[src/logic/rsc_pkg.sv]
// shared constants and types for the radio state controller
package rsc_pkg;
	// command codes presented on the command port
	localparam logic [2:0] CMD_FULL_RESET = 3'h0;
	localparam logic [2:0] CMD_GO_IDLE = 3'h1;
	localparam logic [2:0] CMD_GO_SYNTH_READY = 3'h2;
	localparam logic [2:0] CMD_GO_RECEIVE = 3'h3;
	localparam logic [2:0] CMD_GO_TRANSMIT = 3'h4;
	localparam logic [2:0] CMD_GO_CHANNEL_ASSESS = 3'h5;
	localparam logic [2:0] CMD_GO_TEMP_MEASURE = 3'h6;
	localparam logic [2:0] CMD_GO_SLEEP = 3'h7;
	// sleep configuration field values
	localparam logic [3:0] SLEEP_CFG_BACKUP_ONLY = 4'h1;
	localparam logic [3:0] SLEEP_CFG_CRYSTAL = 4'h5;
	localparam logic [3:0] SLEEP_CFG_RC_OSC = 4'hb;
	// values after reset
	localparam logic [7:0] WAKE_TIMER_SETUP_RESET = 8'h00;
	localparam logic [7:0] TEMP_READING_RESET = 8'h00;
	// cycle counts (10 MHz clock)
	localparam int CLK_HZ = 10000000;
	localparam int POR_INIT_CYCLES = 16;
	localparam int CAL_CYCLES = 32;
	localparam int SYNTH_CAL_CYCLES = 8;
	localparam int CCA_CYCLES = 8;
	localparam int STARTUP_US = 100;
	localparam int STARTUP_CYCLES = (STARTUP_US * (CLK_HZ / 1000000) > 0) ? STARTUP_US * (CLK_HZ / 1000000) : 1;
	// radio controller states, gray coded along the power-up path
	typedef enum logic [3:0] {
		ST_OFF = 4'h0,
		ST_POR_INIT = 4'h1,
		ST_IDLE = 4'h3,
		ST_SYNTH_READY = 4'h2,
		ST_RECEIVE = 4'h6,
		ST_TRANSMIT = 4'h7,
		ST_CHANNEL_ASSESS = 4'h5,
		ST_TEMP_MEASURE = 4'h4,
		ST_SLEEP = 4'hc,
		ST_WAKE = 4'hd
	} rsc_state_t;
endpackage : rsc_pkg

[src/logic/rsc_radio_state_controller.sv]
// radio control state machine: power sequencing, calibration, sleep and wake
// How it works
// - reset command resets and shuts down device
// - chip select low does power-on reset, idle
// - chip select low in sleep wakes to idle
// - idle command works from all but off, power-on init, sleep and wake
// - idle: radio off, digital on, registers accessible
// - synth ready from idle runs full calibration
// - synth ready accepted from idle, rx, tx, cca
// - receive from synth ready, cca, transmit
// - packet mode rx returns to synth ready
// - cca from synth ready or rx, returns back
// - transmit from synth ready or receive
// - packet mode tx returns to synth ready
// - measure only from idle, ends on idle
// - sleep mode chosen by sleep config field
// - backup-only sleep loses packet and modem memory
// - oscillator sleeps keep oscillator and backup memory
// - wake timer setup cleared while sleeping
// - wake interrupt on timer wake if enabled
// - ready immediate outside sleep and off, delayed from sleep and off
// - wake timer timeout leaves crystal or RC oscillator sleep, not backup-only sleep
`timescale 1ns/1ps
module rsc_radio_state_controller
	import rsc_pkg::*;
#(
	parameter int STARTUP_WAIT = STARTUP_CYCLES
) (
	input wire logic ref_clk_in,
	input wire logic arst_n_in,
	input wire logic cs_n_in,
	input wire logic cmd_valid_in,
	input wire logic [2:0] cmd_code_in,
	input wire logic packet_mode_in,
	input wire logic [3:0] sleep_config_in,
	input wire logic wake_timer_expired_in,
	input wire logic wake_irq_enable_in,
	input wire logic packet_done_in,
	input wire logic [7:0] temp_sample_in,
	input wire logic wake_timer_we_in,
	input wire logic [7:0] wake_timer_setup_a_in,
	input wire logic [7:0] wake_timer_setup_b_in,
	output logic miso_ready_out,
	output logic [3:0] state_out,
	output logic digital_on_out,
	output logic synth_on_out,
	output logic rx_on_out,
	output logic tx_on_out,
	output logic calibrating_out,
	output logic osc32k_xtal_on_out,
	output logic osc32k_rc_on_out,
	output logic packet_mem_valid_out,
	output logic wake_irq_out,
	output logic [7:0] temp_reading_out,
	output logic [7:0] wake_timer_setup_a_out,
	output logic [7:0] wake_timer_setup_b_out
);
	// the start-up counter is 16 bits wide, so longer waits cannot be served
	if (STARTUP_WAIT < 1 || STARTUP_WAIT > 65535) begin : g_bad_wait
		$error("STARTUP_WAIT must lie between 1 and 65535");
	end

	////////////////////////////////////////////////////////////////////////
	// pin synchronisers; first stage feeds only the second
	logic cs_s1_r, cs_s2_r, wk_s1_r, wk_s2_r, cs_prev_r;
	always_ff @(posedge ref_clk_in or negedge arst_n_in) begin
		if (!arst_n_in) begin
			cs_s1_r <= 1'b1;
			cs_s2_r <= 1'b1;
			cs_prev_r <= 1'b1;
			wk_s1_r <= 1'b0;
			wk_s2_r <= 1'b0;
		end else begin
			cs_s1_r <= cs_n_in;
			cs_s2_r <= cs_s1_r;
			cs_prev_r <= cs_s2_r;
			wk_s1_r <= wake_timer_expired_in;
			wk_s2_r <= wk_s1_r;
		end
	end
	logic cs_fall;
	assign cs_fall = cs_prev_r & ~cs_s2_r;

	////////////////////////////////////////////////////////////////////////
	// state machine: next values
	rsc_state_t state_r, state_nxt, cca_ret_r, cca_ret_nxt;
	logic [15:0] cnt_r, cnt_nxt;
	logic cal_r, cal_nxt, ready_r, ready_nxt, irq_r, irq_nxt, timer_wake_r, timer_wake_nxt;
	logic mem_r, mem_nxt;
	logic [3:0] slp_r, slp_nxt;
	logic cnt_done;
	assign cnt_done = (cnt_r == 16'h0000);

	always_comb begin
		state_nxt = state_r;
		cca_ret_nxt = cca_ret_r;
		cnt_nxt = cnt_done ? cnt_r : cnt_r - 16'h0001;
		cal_nxt = cal_r;
		ready_nxt = ready_r;
		irq_nxt = irq_r;
		timer_wake_nxt = timer_wake_r;
		mem_nxt = mem_r;
		slp_nxt = slp_r;
		unique case (state_r)
			ST_OFF: begin
				if (cs_fall) begin
					state_nxt = ST_POR_INIT;
					cnt_nxt = 16'(POR_INIT_CYCLES);
				end
			end
			ST_POR_INIT: begin
				if (cnt_done) begin
					state_nxt = ST_IDLE;
					ready_nxt = 1'b1;
					mem_nxt = 1'b1;
				end
			end
			ST_SLEEP: begin
				if (cs_fall) begin
					state_nxt = ST_WAKE;
					timer_wake_nxt = 1'b0;
					cnt_nxt = 16'(STARTUP_WAIT);
				end else if (wk_s2_r && (slp_r == SLEEP_CFG_CRYSTAL || slp_r == SLEEP_CFG_RC_OSC)) begin
					state_nxt = ST_WAKE;
					timer_wake_nxt = 1'b1;
					cnt_nxt = 16'(STARTUP_WAIT);
				end
			end
			ST_WAKE: begin
				if (cnt_done) begin
					state_nxt = ST_IDLE;
					ready_nxt = 1'b1;
					irq_nxt = irq_r | (timer_wake_r & wake_irq_enable_in);
				end
			end
			ST_SYNTH_READY, ST_RECEIVE, ST_TRANSMIT, ST_CHANNEL_ASSESS: begin
				if (cal_r && cnt_done) cal_nxt = 1'b0;
				if (state_r == ST_CHANNEL_ASSESS && cnt_done) begin
					state_nxt = cca_ret_r;
				end else if ((state_r == ST_RECEIVE || state_r == ST_TRANSMIT) && packet_mode_in
						&& packet_done_in && !cal_r) begin
					state_nxt = ST_SYNTH_READY;
				end
			end
			default: ;
		endcase
		// commands, ignored where the transition is not permitted
		if (cmd_valid_in && state_r != ST_OFF && state_r != ST_POR_INIT
				&& state_r != ST_SLEEP && state_r != ST_WAKE) begin
			unique case (cmd_code_in)
				CMD_FULL_RESET: begin
					state_nxt = ST_OFF;
					ready_nxt = 1'b0;
					mem_nxt = 1'b0;
					cal_nxt = 1'b0;
				end
				CMD_GO_IDLE: begin
					state_nxt = ST_IDLE;
					cal_nxt = 1'b0;
				end
				CMD_GO_SYNTH_READY: begin
					if (state_r == ST_IDLE) begin
						state_nxt = ST_SYNTH_READY;
						cal_nxt = 1'b1;
						cnt_nxt = 16'(CAL_CYCLES);
					end else if (state_r inside {ST_RECEIVE, ST_TRANSMIT, ST_CHANNEL_ASSESS}) begin
						state_nxt = ST_SYNTH_READY;
						cal_nxt = 1'b0;
					end
				end
				CMD_GO_RECEIVE: begin
					if (state_r inside {ST_SYNTH_READY, ST_TRANSMIT, ST_CHANNEL_ASSESS}) begin
						state_nxt = ST_RECEIVE;
						cal_nxt = (state_r != ST_CHANNEL_ASSESS);
						cnt_nxt = 16'(SYNTH_CAL_CYCLES);
					end
				end
				CMD_GO_TRANSMIT: begin
					if (state_r inside {ST_SYNTH_READY, ST_RECEIVE}) begin
						state_nxt = ST_TRANSMIT;
						cal_nxt = 1'b1;
						cnt_nxt = 16'(SYNTH_CAL_CYCLES);
					end
				end
				CMD_GO_CHANNEL_ASSESS: begin
					if (state_r inside {ST_SYNTH_READY, ST_RECEIVE}) begin
						state_nxt = ST_CHANNEL_ASSESS;
						cca_ret_nxt = state_r;
						cal_nxt = 1'b0;
						cnt_nxt = 16'(CCA_CYCLES);
					end
				end
				CMD_GO_TEMP_MEASURE: begin
					if (state_r == ST_IDLE) state_nxt = ST_TEMP_MEASURE;
				end
				CMD_GO_SLEEP: begin
					state_nxt = ST_SLEEP;
					slp_nxt = sleep_config_in;
					ready_nxt = 1'b0;
					cal_nxt = 1'b0;
					if (sleep_config_in == SLEEP_CFG_BACKUP_ONLY) mem_nxt = 1'b0;
				end
				default: ;
			endcase
		end
		// ready is kept while chip select is high, rises on the fall outside off, power-on init, sleep and wake;
		// wake interrupt clears while chip select is high, except in sleep and wake
		if (cs_fall && state_r != ST_SLEEP && state_r != ST_WAKE && state_r != ST_OFF
				&& state_r != ST_POR_INIT && state_nxt != ST_OFF && state_nxt != ST_SLEEP)
			ready_nxt = 1'b1;
		if (cs_s2_r && state_r != ST_SLEEP && state_r != ST_WAKE) irq_nxt = 1'b0;
	end

	always_ff @(posedge ref_clk_in or negedge arst_n_in) begin
		if (!arst_n_in) begin
			state_r <= ST_OFF;
			cca_ret_r <= ST_SYNTH_READY;
			cnt_r <= 16'h0000;
			cal_r <= 1'b0;
			ready_r <= 1'b0;
			irq_r <= 1'b0;
			timer_wake_r <= 1'b0;
			mem_r <= 1'b0;
			slp_r <= SLEEP_CFG_BACKUP_ONLY;
		end else begin
			state_r <= state_nxt;
			cca_ret_r <= cca_ret_nxt;
			cnt_r <= cnt_nxt;
			cal_r <= cal_nxt;
			ready_r <= ready_nxt;
			irq_r <= irq_nxt;
			timer_wake_r <= timer_wake_nxt;
			mem_r <= mem_nxt;
			slp_r <= slp_nxt;
		end
	end

	////////////////////////////////////////////////////////////////////////
	// wake timer setup and temperature reading
	logic [7:0] wta_r, wta_nxt, wtb_r, wtb_nxt, temp_r, temp_nxt;
	always_comb begin
		wta_nxt = wta_r;
		wtb_nxt = wtb_r;
		temp_nxt = temp_r;
		if (state_r == ST_SLEEP) begin
			wta_nxt = WAKE_TIMER_SETUP_RESET;
			wtb_nxt = WAKE_TIMER_SETUP_RESET;
		end else if (wake_timer_we_in && state_r == ST_IDLE) begin
			wta_nxt = wake_timer_setup_a_in;
			wtb_nxt = wake_timer_setup_b_in;
		end
		if (state_r == ST_TEMP_MEASURE) temp_nxt = temp_sample_in;
	end
	always_ff @(posedge ref_clk_in or negedge arst_n_in) begin
		if (!arst_n_in) begin
			wta_r <= WAKE_TIMER_SETUP_RESET;
			wtb_r <= WAKE_TIMER_SETUP_RESET;
			temp_r <= TEMP_READING_RESET;
		end else begin
			wta_r <= wta_nxt;
			wtb_r <= wtb_nxt;
			temp_r <= temp_nxt;
		end
	end

	////////////////////////////////////////////////////////////////////////
	// outputs decoded from state or driven straight from registers
	logic in_radio;
	assign in_radio = state_r inside {ST_SYNTH_READY, ST_RECEIVE, ST_TRANSMIT, ST_CHANNEL_ASSESS};
	assign miso_ready_out = ready_r;
	assign state_out = state_r;
	assign digital_on_out = !(state_r inside {ST_OFF, ST_SLEEP});
	assign synth_on_out = in_radio;
	// radio paths wait for synthesiser calibration before powering
	assign rx_on_out = (state_r == ST_RECEIVE || state_r == ST_CHANNEL_ASSESS) && !cal_r;
	assign tx_on_out = (state_r == ST_TRANSMIT) && !cal_r;
	assign calibrating_out = cal_r;
	assign osc32k_xtal_on_out = (state_r == ST_SLEEP) && (slp_r == SLEEP_CFG_CRYSTAL);
	assign osc32k_rc_on_out = (state_r == ST_SLEEP) && (slp_r == SLEEP_CFG_RC_OSC);
	assign packet_mem_valid_out = mem_r;
	assign wake_irq_out = irq_r;
	assign temp_reading_out = temp_r;
	assign wake_timer_setup_a_out = wta_r;
	assign wake_timer_setup_b_out = wtb_r;

	////////////////////////////////////////////////////////////////////////
	// assertions
	property p_reset_off;
		@(posedge ref_clk_in) disable iff (!arst_n_in)
		(cmd_valid_in && cmd_code_in == CMD_FULL_RESET && state_r inside {ST_IDLE, ST_RECEIVE})
			|=> (state_r == ST_OFF && !miso_ready_out);
	endproperty
	a_reset_off: assert property (p_reset_off) else $error("reset command did not shut down");
	property p_por;
		@(posedge ref_clk_in) disable iff (!arst_n_in)
		(state_r == ST_OFF && cs_fall) |=> (state_r == ST_POR_INIT) ##[1:20] (state_r == ST_IDLE && miso_ready_out);
	endproperty
	a_por: assert property (p_por) else $error("power-on reset did not reach idle");
	property p_idle_radio_off;
		@(posedge ref_clk_in) disable iff (!arst_n_in)
		(state_r == ST_IDLE || state_r == ST_TEMP_MEASURE) |-> (!rx_on_out && !tx_on_out && digital_on_out);
	endproperty
	a_idle_radio_off: assert property (p_idle_radio_off) else $error("radio on in idle or measure");
	property p_cal_from_idle;
		@(posedge ref_clk_in) disable iff (!arst_n_in)
		(state_r == ST_IDLE && cmd_valid_in && cmd_code_in == CMD_GO_SYNTH_READY)
			|=> (calibrating_out && synth_on_out)[*8];
	endproperty
	a_cal_from_idle: assert property (p_cal_from_idle) else $error("no calibration from idle");
	property p_cca_return;
		@(posedge ref_clk_in) disable iff (!arst_n_in)
		(state_r == ST_RECEIVE && cmd_valid_in && cmd_code_in == CMD_GO_CHANNEL_ASSESS)
			|=> (state_r == ST_CHANNEL_ASSESS) ##[1:9] (state_r == ST_RECEIVE);
	endproperty
	a_cca_return: assert property (p_cca_return) else $error("assessment did not return");
	property p_temp_measure_state_only_idle;
		@(posedge ref_clk_in) disable iff (!arst_n_in)
		(state_r != ST_IDLE && state_r != ST_TEMP_MEASURE) |=> (state_r != ST_TEMP_MEASURE);
	endproperty
	a_temp_measure_state_only_idle: assert property (p_temp_measure_state_only_idle) else $error("measure entered illegally");
	property p_sleep_clear;
		@(posedge ref_clk_in) disable iff (!arst_n_in)
		(state_r == ST_SLEEP) |=> (wake_timer_setup_a_out == 8'h00 && wake_timer_setup_b_out == 8'h00);
	endproperty
	a_sleep_clear: assert property (p_sleep_clear) else $error("wake timer setup kept in sleep");
	property p_illegal_ignored;
		@(posedge ref_clk_in) disable iff (!arst_n_in)
		(state_r == ST_IDLE && cmd_valid_in && cmd_code_in == CMD_GO_TRANSMIT) |=> (state_r == ST_IDLE);
	endproperty
	a_illegal_ignored: assert property (p_illegal_ignored) else $error("illegal command acted on");
endmodule : rsc_radio_state_controller

[config.mk]
export PLATFORM = sky130hd
export DESIGN_NAME = rsc_radio_state_controller
export DESIGN_NICKNAME = d
export VERILOG_FILES = /design/src/logic/rsc_pkg.sv /design/src/logic/rsc_radio_state_controller.sv
export SDC_FILE = /design/constraint.sdc
export NUM_CORES = 1
export LEC_CHECK = 0
export BUFFER_PORTS_ARGS = -buffer_cell sky130_fd_sc_hd__buf_2
export CAP_MARGIN = 15
export CORE_AREA = 2 2 90 135
export DETAILED_ROUTE_END_ITERATION = 8
export DIE_AREA = 0 0 92 137
export PLACE_DENSITY_LB_ADDON = 0.08
export SLEW_MARGIN = 20
export SYNTH_ARGS = -nofsm -noshare
export SYNTH_HDL_FRONTEND = slang
export SYNTH_SLANG_ARGS = --single-unit
[constraint.sdc]
create_clock -name ref_clk_in -period 2.2 [get_ports ref_clk_in]
set_input_delay 0.44 -clock ref_clk_in [delete_from_list [all_inputs] [get_ports ref_clk_in]]
set_output_delay 0.44 -clock ref_clk_in [all_outputs]
set_load 0.01 [all_outputs]
==> results.md, run 1 <==
* CP required at 1.76 ns
* Routed via count at 3181
* Initial drt markers at 141
* Hpwl dp at 7680 um
* Cts bufs inserted at 9
* Peak supply drop at 0.608 mV
* CTS Hold Bufs at 0
* Internal power at a little over 4000 uW
* Post-DRT Antenna Nets at 0
* Netlist cell types at 62
* Ys flop type: dfrtp_1
* Status: completed
* Mean post-synth cell area at approximately 9.3 um2
* # DRC at 0
* DP Worst Slack at -0.0356 ns
* Sequential share of the synthesized area at 0.466
* Unrepaired setup endpoints after global routing: yes
* Startpoint Class: flip-flop
* Worst skew pair latency at 0.33 ns
* Final Total Pwr at ~6600 uW
* Placeable Area at ~11000 um2
* Final worst path period share at 0.963
* First-pass GRT wire length at 16000 um
* Initial Util at 0.293
* Layout cells sized above 1 at 0.417
* Async SR Flop Fraction at 1.00
* Buffers on Ports at 77
* Total congestion overflow at 0
* #FFs+latches synth at 62
* Clock Tree Root: clkbuf_16
* Synth top area share at 0.426
* Rel. slew slack at 0.700
* Tmin final at between 2 and 2.5 ns
* I/O pin total at ~80
* Clock share of power at 0.206
* Largest cells by area after synthesis: dfrtp_1 43%, nand2_1 5.5%, mux2_2 4.7%
* Syn_nets at 401
* Synthesized area at 3350 um2
* Clk buf depth at 2
* Max-Cap Viols at 0
* Crit path DAT at 1.68 ns
* Die Height at 137 um
* Sw Pwr at 2490 uW
* Antenna violations before repair at 0
* Area leader, netlist: dfrtp_1
* Gate count of the mapped netlist at 360
* Setup TNS at 0 ns
* Fmax at 472 MHz
* Worst-path clk slew at 0.05 ns
* Num rows at 48
* Actual slew at the worst max-slew pin at 0.446 ns
* Tightest Hold Check Type: input pin to asynchronous set/reset pin
* Count of pins over their slew limit at 0
* CP Capture Type: primary output
* Design Area, Final at 4720 um2
* Seq pwr share at 0.307
* Die width at 92 um
* EDFF count, synth at 0
* Placed cell areas at 4280 um2
* Nets at between 500 and 600
* Critical path class: flip-flop to primary output
* Logic pwr share at 0.487
* Hold WS at about 0.079 ns
* CTS tree: done
* H-Tree Depth at 3
* Via density at 4.94
* Static Leak at approximately 0.0022 uW
* Largest net degree at the start of global routing at 63
* Die ar. at 12600 um2
* WL final at 10100 um
* Setup Viol. Count Final at 0
* Final Wtd Congestion at 0.828
* Fin worst setup slack at 0.0812 ns
* CP max FO at 5
* Clock Skews at 0.00383 ns
* Number of diodes at 0
* Final Hold Fails at 0
* Synth warn at 0
* GRT Util Overall at 0.165
* DR pass1 iterations at 4
* Synthesis-to-layout area growth at 41.1%
* Vias in the first global route at 3243
* Number of clock sinks at between 60 and 70
* Pwr/cell area at 1390 nW/um2
* Wire per inst at 15.8 um
* Switching Fraction at 0.380
[flip-flops by register name (all words and copies together) (netlist names), 4 cells and up]
| register | cells |
|---|---|
| temp_reading_out | 8 |
| cnt_r | 16 |
| wake_timer_setup_b_out | 8 |
| state_out | 4 |
| cca_ret_r | 4 |
| slp_r | 4 |
| wake_timer_setup_a_out | 8 |
[cells in the mapped netlist, types with 5 or more instances]
master    number
a21oi_1       15
buf_2          7
clkbuf_1      12
dfrtp_1       57
dfstp_2        5
inv_1          9
mux2_2        14
nand2_1       49
nand3_1       12
nor2_1        31
nor3_1        13
nor4_1         5
o21ai_0       25
or3_1          7
xnor2_1        8
xor2_1         7
[cell type report]
type	instances	area (um2)
fillers	1154	6690
multi-input cells	265	1720
flip-flops and latches	62	1560
repair buffers	142	927
clock buffers	13	270
well taps	150	188
inverters	9	33.8
clock inverters	3	17.5
[through the flow]
stage	util	std cells
floorplan	-	360
global placement	0.375	621
detailed placement	0.375	621
CTS	0.403	638
global route	0.414	644
finish	0.414	644
[layer usage]
| layer | share of wire | wire [um] | global-route usage | vias up |
|---|---|---|---|---|
| met2 | 0.54 | 5460 | 0.297 | 94 |
| met5 | 0 | 0 | 0 | - |
| met4 | 0.033 | 337 | 0.0862 | 0 |
| met3 | 0.047 | 478 | 0.0385 | 27 |
| li1 | - | - | - | 1531 |
| met1 | 0.38 | 3870 | 0.178 | 1529 |
[power groups by stage]
stage                     logic, uW  registers [uW]  clock network, uW
after global routing           3510            2080               1450
final                          3190            2010               1350
after detailed placement       3010            2010                  0
after floorplan                1620            2050                  0
after CTS                      3050            2000               1390
after global placement         3030            2000                  0
[worst paths after layout]
kind                         startpoint          endpoint  slack, ns  cells after the start
setup reg to reg           state_out[3]    miso_ready_out       0.09                      7
hold reg to reg                 wk_s1_r           wk_s2_r       0.35                      0
min in group ref_clk_in         cs_n_in           cs_s1_r       0.21                      1
hold / removal                arst_n_in      cca_ret_r[3]       0.08                      2
setup / recovery           state_out[1]  osc32k_rc_on_out       0.08                      6
max in group asynchronous     arst_n_in         cs_prev_r       1.74                      2
[cells by family (layout without fill, tap and decap cells)]
family          count (synthesis)  count (layout)  share of synthesized area
xor+xnor                       16              16                     0.0441
buf+inv                        33             167                     0.0464
fa+ha+maj                       1               1                    0.00374
simple gates                  157             157                      0.241
flops                          62              62                      0.466
mux                            15              15                     0.0501
compound gates                 76              76                      0.149
[timing repair]
action / CTS / global route
gates resized for setup: 6 / 17
buffers inserted: 1 / 6
endpoints found under the hold margin: 0 / 0
pin swaps: 0 / 4
endpoints found under the setup margin: 12 / 15
[cells in the final DEF (no fill, tap or decap), types with 4 or more instances in the layout]
cell        n
buf_2      77
buf_4      60
dfrtp_1    54
nand2_1    49
nor2_1     30
o21ai_0    23
a21oi_1    14
mux2_2     14
nor3_1     11
nand3_1    11
inv_1       9
clkbuf_16   9
xnor2_1     8
or3_1       7
xor2_1      7
dfstp_2     5
nand2b_1    4
o22ai_1     4
a31oi_1     4
nor2b_1     4
nor3_2      4
buf_12      4
[critical path, cell delays in order (launching register included)]
cell      delay, ns
dfrtp_2        0.42
buf_4          0.17
nor4bb_4       0.28
buf_4          0.16
nand2_1        0.06
nor2_1         0.11
buf_2          0.15
Note: power is estimated with default switching activity, not from simulation.
==> run 2, diff against run 1 <==
--- a/config.mk
+++ b/config.mk
@@ -5,11 +5,12 @@
 export SDC_FILE = /design/constraint.sdc
 export NUM_CORES = 1
 export LEC_CHECK = 0
+export ABC_AREA = 1
 export BUFFER_PORTS_ARGS = -buffer_cell sky130_fd_sc_hd__buf_2
 export CAP_MARGIN = 15
-export CORE_AREA = 2 2 90 135
+export CORE_AREA = 2 2 91 136
 export DETAILED_ROUTE_END_ITERATION = 8
-export DIE_AREA = 0 0 92 137
+export DIE_AREA = 0 0 93 138
 export PLACE_DENSITY_LB_ADDON = 0.08
 export SLEW_MARGIN = 20
 export SYNTH_ARGS = -nofsm -noshare
==> run 2 against run 1 <==
Against the previous run:
- sequential share of layout area grew 1.9 points
- non-clock buffer count shrank 45
- largest power group unchanged
- synthesized area grew 1.9%
- clock skew grew 0.0010 ns
- setup slack gained 0.090 ns
- critical path depth grew 10
- total power shrank 9.5%
- via count is essentially flat
- global-route usage grew 0.17 points
- sequential power shrank 3%
==> results.md, run 2 <==
* Status: completed
* Pwr/cell area at 1330 nW/um2 (-4.3%)
* Clk buf depth at 2 (unchanged)
* #FFs+latches synth at 62 (unchanged)
* Vias in the first global route at 3418 (+5.4%)
* Slowest-stage cell, CP: dfrtp_1
* Startpoint Class: flip-flop
* Nets at 565 (+6.6%)
* # DRC at 0 (unchanged)
* CTS Hold Bufs at 0 (unchanged)
* Cts bufs inserted at 9 (unchanged)
* FILL cells at 1295 (+12%)
* Die Height at 138 um (+0.73%)
* Synth top area share at 0.418 (-0.00798)
* Buffers on Ports at 77 (unchanged)
* CTS tree: done
* Largest net degree at the start of global routing at 25 (-60%)
* Async SR Flop Fraction at 1.00 (unchanged)
* CP required at 2.41 ns (+0.65 ns)
* Commonest non-fill, non-tap cell in the layout: nand2_1
* Fmax at 493 MHz (+4.4%)
* Layout cells sized above 1 at 0.346 (-0.0711)
* CP max stage delay at 0.40 ns (-0.02 ns)
* Synth top cells by count: 97 x nand2_1, 57 x dfrtp_1, 45 x nand3_1, 42 x inv_1, 37 x nor2_1
* Wire per inst at 15.0 um (-4.8%)
* EDFF count, synth at 0 (unchanged)
* CP max FO at 6 (+1)
* H-Tree Depth at 3 (unchanged)
* Synthesis-to-layout area growth at 30.9%
* Final Hold Fails at 0 (unchanged)
* Synth warn at 0 (unchanged)
* Clock Skews at 0.00487 ns (+0.00104 ns)
* Final worst path period share at 0.922 (-0.0409)
* Mean post-synth cell area at 8.02 um2 (-14%)
* Most flops, register: cnt_r
* Cell Count, Final, Fillers Out at 682 (+5.9%)
* Ys flop type: dfrtp_1
* CP Capture Type: flip-flop
* Largest cells by area after synthesis: dfrtp_1 42%, nand2_1 11%, nand3_1 6.6%
* Tightest Hold Check Type: input pin to asynchronous set/reset pin
* First-pass GRT wire length at 16800 um (+4.8%)
* Routed via count at 3178 (-0.094%)
* WL final at 10200 um (+0.80%)
* Gate count of the mapped netlist at 425 (+18%)
* Max reg flops at 16 (unchanged)
* Syn_nets at 466 (+16%)
* Area leader, netlist: dfrtp_1
* Worst path cell trace: nor2_2 > nand2_2 > nor2_4 > inv_1 > nor2_4 > nand2_2 > nand3_2 > nand3_2 > nand2_1 > nand2_1 > nand2_1 > nand2_2 > nor2_1 > nand2_1 > nand2_1 > nand2_1
* Hpwl dp at 8240 um (+7.3%)
* Die width at 93 um (+1.1%)
* Total congestion overflow at 0 (unchanged)
* Crit path top cell by count: nand2_1
* Initial Util at 0.290 (-0.00355)
* Actual slew at the worst max-slew pin at 0.590 ns (+0.144 ns)
* Placeable Area at 11800 um2 (+3.2%)
* Number of clock sinks at 62 (unchanged)
* Synthesized area at 3410 um2 (+1.9%)
* Worst skew pair latency at 0.33 ns (about the same)
* Final Wtd Congestion at 0.877 (+5.8%)
* Antenna violations before repair at 0 (unchanged)
* GRT Util Overall at 0.166 (+0.00174)
* Number of diodes at 0 (unchanged)
* Worst-path clk slew at 0.05 ns (about the same)
* Via density at 4.66 (-5.7%)
* Tmin final at 2.03 ns (-0.0899 ns)
* Static Leak at 0.00230 uW (+6.1%)
* Placed Instances at 661 (+6.4%)
* Setup Viol. Count Final at 0 (unchanged)
* Post-DRT Antenna Nets at 0 (unchanged)
* Commonest non-fill, non-tap cells in the layout: 93 x nand2_1, 77 x buf_2, 54 x dfrtp_1, 45 x nand3_1, 40 x inv_1
* Count of pins over their slew limit at 0 (unchanged)
* Rel. slew slack at 0.607 (-0.0931)
* Sequential share of the synthesized area at 0.457 (-0.00871)
* Final Total Pwr at 5930 uW (-9.5%)
* DR pass1 iterations at 5 (+1)
* Num rows at 49 (+2.1%)
* Netlist cell types at 39 (-37%)
* Crit path DAT at 2.24 ns (+0.56 ns)
* Die ar. at 12800 um2 (+1.8%)
* Critical path class: flip-flop to flip-flop
* Initial drt markers at 93 (-34%)
* Max-Cap Viols at 0 (unchanged)
* Clock Tree Root: clkbuf_16
* Peak supply drop at 0.631 mV (+3.7%)
* Top-count cell post-synth: nand2_1
* I/O pin total at 78 (unchanged)
## run 2: cell types whose count changed after synthesis, moves of 9 or more
| cell | previous run | this run |
|---|---|---|
| nand2_1 | 49 | 97 |
| inv_1 | 9 | 42 |
| nand3_1 | 12 | 45 |
| inv_2 | 0 | 11 |
| nand4_1 | 3 | 12 |
| nor2_2 | 0 | 9 |
| o21ai_0 | 25 | 16 |
## run 2: cell families (layout without fill, tap and decap cells)
logic type | Yosys count | in the layout | synth area share
AOI/OAI and AO/OA | 48 | 48 | 0.0804
xor gates and xnor gates | 6 | 6 | 0.0154
adders and majority gates | 1 | 1 | 0.00367
buffers and inverters | 62 | 166 | 0.0730
DFF | 62 | 62 | 0.457
muxes | 8 | 8 | 0.0264
and+or+nand+nor | 238 | 238 | 0.344
## run 2: path summary, 6_finish.rpt
path                                 from                  end  slack (ns)  cells past startpoint
max in group asynchronous       arst_n_in             slp_r[0]        1.49                      2
worst max-delay path            cnt_r[13]       miso_ready_out        0.17                     16
worst min register to register    wk_s1_r              wk_s2_r        0.35                      0
worst min-delay path            arst_n_in  temp_reading_out[7]        0.12                      1
min in group ref_clk_in           cs_n_in              cs_s1_r        0.21                      1
worst max register to register  cnt_r[13]       miso_ready_out        0.17                     16
## run 2: per-layer routing
metal  up-vias  global-route usage  wire length (um)
met4         0              0.0604               218
li1       1587                   -                 -
met1      1504               0.179              3960
met3        16              0.0447               452
met5         -                   0                 0
met2        71               0.306              5600
## run 2: cell type report
type	instances	area [um2]	area share
clock inverters	4	47.5	0.0107
repair buffers	97	561	0.126
flip-flops and latches	62	1560	0.350
multi-input cells	301	1660	0.371
inverters	53	199	0.0446
well taps	153	191	0.0429
clock buffers	12	246	0.0552
## run 2: critical path: cells and delay by family, from the launching register on
kind                   cells  cell delay, ns
AND/OR/NAND/NOR           15            1.40
buffers and inverters      1            0.11
flip-flops                 1            0.40
## run 2: repair_timing
| item | CTS | global route |
|---|---|---|
| setup endpoints to repair | 0 | 11 |
| resized for setup | 0 | 20 |
| endpoints found under the hold margin | 0 | 0 |
| setup buffers | 0 | 5 |
## run 2: report_power, final
| part | internal [uW] | switching [uW] |
|---|---|---|
| clock | 904 | 500 |
| combinational | 1030 | 1560 |
| sequential | 1580 | 361 |
## run 2: through the flow
| stage | utilization | worst slack [ns] | hold slack (ns) | TNS (ns) | cell area (um2) |
|---|---|---|---|---|---|
| after floorplan | - | 0.409 | 0.144 | 0 | 3410 |
| after detailed placement | 0.346 | 0.0300 | 0.343 | 0 | 4070 |
| after CTS | 0.371 | 0.0216 | 0.127 | 0 | 4370 |
| final | 0.379 | 0.171 | 0.116 | 0 | 4460 |
| after global routing | 0.379 | -0.00259 | 0.152 | -0.00259 | 4460 |
| after global placement | 0.346 | -0.0160 | 0.337 | -0.0160 | 4070 |
==> run 3, diff against run 2 <==
--- a/config.mk
+++ b/config.mk
@@ -7,11 +7,12 @@
 export LEC_CHECK = 0
 export ABC_AREA = 1
 export BUFFER_PORTS_ARGS = -buffer_cell sky130_fd_sc_hd__buf_2
-export CAP_MARGIN = 15
+export CAP_MARGIN = 40
 export CORE_AREA = 2 2 91 136
 export DETAILED_ROUTE_END_ITERATION = 8
 export DIE_AREA = 0 0 93 138
 export PLACE_DENSITY_LB_ADDON = 0.08
+export RECOVER_POWER = 100
 export SLEW_MARGIN = 20
 export SYNTH_ARGS = -nofsm -noshare
 export SYNTH_HDL_FRONTEND = slang
==> run 3 against run 2 <==
Against the previous run:
- global-route usage unchanged
- worst hold slack better by 0.097 ns
- register-to-register slack about the same
- first-iteration DRC count up 7.5%
- clock power about the same
- flip-flop and latch count unchanged
- via count unchanged
- critical endpoint is now cnt_r[15]
- largest cell class unchanged
==> results.md, run 3 (same netlist as run 2, synthesis figures left out) <==
* Tightest Hold Check Type: input pin to flip-flop
* Pwr/cell area at 1340 nW/um2 (+0.64%)
* Max reg flops at 16 (unchanged)
* Commonest non-fill, non-tap cells in the layout: 94 x nand2_1, 54 x dfrtp_1, 48 x buf_2, 45 x nand3_1, 40 x inv_1
* Buffers on Ports at 77 (unchanged)
* CP Capture Type: flip-flop
* Hold depth at 1
* Post-DRT Antenna Nets at 0 (unchanged)
* Routed via count at 3178 (unchanged)
* Static Leak at 0.00219 uW (-4.8%)
* Die width at 93 um (unchanged)
* Peak supply drop at 0.633 mV (+0.31%)
* Number of diodes at 0 (unchanged)
* WL final at 10200 um (-0.13%)
* Max-Cap Viols at 0 (unchanged)
* Nets at 565 (unchanged)
* Commonest non-fill, non-tap cell in the layout: nand2_1
* Synthesis-to-layout area growth at 28.4%
* Actual slew at the worst max-slew pin at 1.25 ns (+0.662 ns)
* Die Height at 138 um (unchanged)
* Most flops, register: cnt_r
* DP Worst Slack at 0.0300 ns (unchanged)
* Worst-path clk slew at 0.05 ns (about the same)
* FILL cells at 1310 (+1.2%)
* Detail Route met3 WL at 413 um (-8.6%)
* Final Hold Fails at 0 (unchanged)
* Worst skew pair latency at 0.33 ns (about the same)
* CTS Hold Bufs at 0 (unchanged)
* Hold EP: cs_s1_r
* First-pass GRT wire length at 16800 um (unchanged)
* Crit path DAT at 2.24 ns (about the same)
* Status: completed
* Placeable Area at 11800 um2 (unchanged)
* Hpwl dp at 8240 um (unchanged)
* DR pass1 iterations at 4 (-1)
* I/O pin total at 78 (unchanged)
* DR top layer: met4
* Hold Crit Start: cs_n_in
* Tmin final at 2.03 ns (+0.00150 ns)
* Number of clock sinks at 62 (unchanged)
* CP required at 2.41 ns (about the same)
* Startpoint Class: flip-flop
* Hold WS at 0.213 ns (+0.0966 ns)
* Critical Path Start: cnt_r[2]
* Clock Tree Root: clkbuf_16
* CTS tree: done
* Via density at 4.66 (unchanged)
* R2R setup slack at 0.17 ns (about the same)
* Cts bufs inserted at 9 (unchanged)
* Reg2Reg Depth at 8 (-8)
* Initial drt markers at 100 (+7.5%)
* Count of pins over their slew limit at 0 (unchanged)
* GRT Util Overall at 0.166 (unchanged)
* Num rows at 49 (unchanged)
* Wire per inst at 15.0 um (-0.13%)
* Clk buf depth at 2 (unchanged)
* R2r endpoint: cnt_r[15]
* Critical path class: flip-flop to flip-flop
* Initial Util at 0.290 (unchanged)
* Total congestion overflow at 0 (unchanged)
* Layout cells sized above 1 at 0.284 (-0.0624)
* Setup TNS at 0 ns (unchanged)
* M1 WL at 3990 um (+0.78%)
* Setup Viol. Count Final at 0 (unchanged)
* Die ar. at 12800 um2 (unchanged)
* Fmax at 493 MHz (about the same)
* Antenna violations before repair at 0 (unchanged)
* # DRC at 0 (unchanged)
* WL met2 at 5600 um (about the same)
* H-Tree Depth at 3 (unchanged)
* Clock Skews at 0.00473 ns (-0.000136 ns)
* Final worst path period share at 0.923 (about the same)
* Vias in the first global route at 3418 (unchanged)
* Largest net degree at the start of global routing at 25 (unchanged)
* R2r startpoint: cnt_r[2]
* Rel. slew slack at 0.166 (-0.441)
* Final Wtd Congestion at 0.877 (unchanged)
* CP max FO at 6 (unchanged)
* Fin worst setup slack at 0.170 ns (-0.00150 ns)
run 3: cell count changes in the layout (fill, tap and decap cells not counted), moves of 2 or more:
cell / delta
buf_2: -29
clkbuf_2: +2
buf_12: -2
clkbuf_1: +30
run 3: what timing repair did:
item | 4_1_cts | 5_1_grt
setup buffers | 0 | 5
gates resized for setup | 0 | 20
setup endpoints to repair | 0 | 11
run 3: how the worst max path moves through the flow:
| stage | end | slack [ns] |
|---|---|---|
| final | cnt_r[15] | 0.17 |
| after global routing | miso_ready_out | -0.003 |
| after CTS | miso_ready_out | 0.02 |
| after detailed placement | miso_ready_out | 0.03 |
| after global placement | miso_ready_out | -0.02 |
| after floorplan | miso_ready_out | 0.41 |
run 3: where the power goes:
part	internal (uW)	switching (uW)	leakage, uW
Clock	904	499	0.000143
Sequential	1580	369	0.000771
Combinational	954	1560	0.00127
run 3: stage by stage:
step                 util  power [uW]  cells  area [um2]
floorplan               -        3490    425        3410
global placement    0.346        4390    661        4070
detailed placement  0.346        4390    661        4070
CTS                 0.371        5830    677        4370
global route        0.372        6320    682        4380
finish              0.372        5860    682        4380
run 3: worst max-delay path, cell delays in order, from the launching register on:
cell and delay, ns:
dfrtp_1 0.48, nor3_1 0.34, nand4_1 0.25, or2_4 0.32, nor2_4 0.10, nand3_2 0.13, nor2_2 0.12, xnor2_1 0.14
nor2_2 0.04
run 3: cell type report:
type | instances | area [um2] | area share
clock inverter | 4 | 47.5 | 0.0109
sequential | 62 | 1560 | 0.357
multi-input combinational | 301 | 1640 | 0.375
clock buffer | 12 | 246 | 0.0563
timing repair buffer | 97 | 490 | 0.112
tap | 153 | 191 | 0.0437
inverter | 53 | 199 | 0.0454
run 3: routing by layer:
metal,track usage,vias up
li1,-,1589
met1,0.179,1506
met2,0.306,65
met3,0.0447,18
met4,0.0604,0
met5,0,-
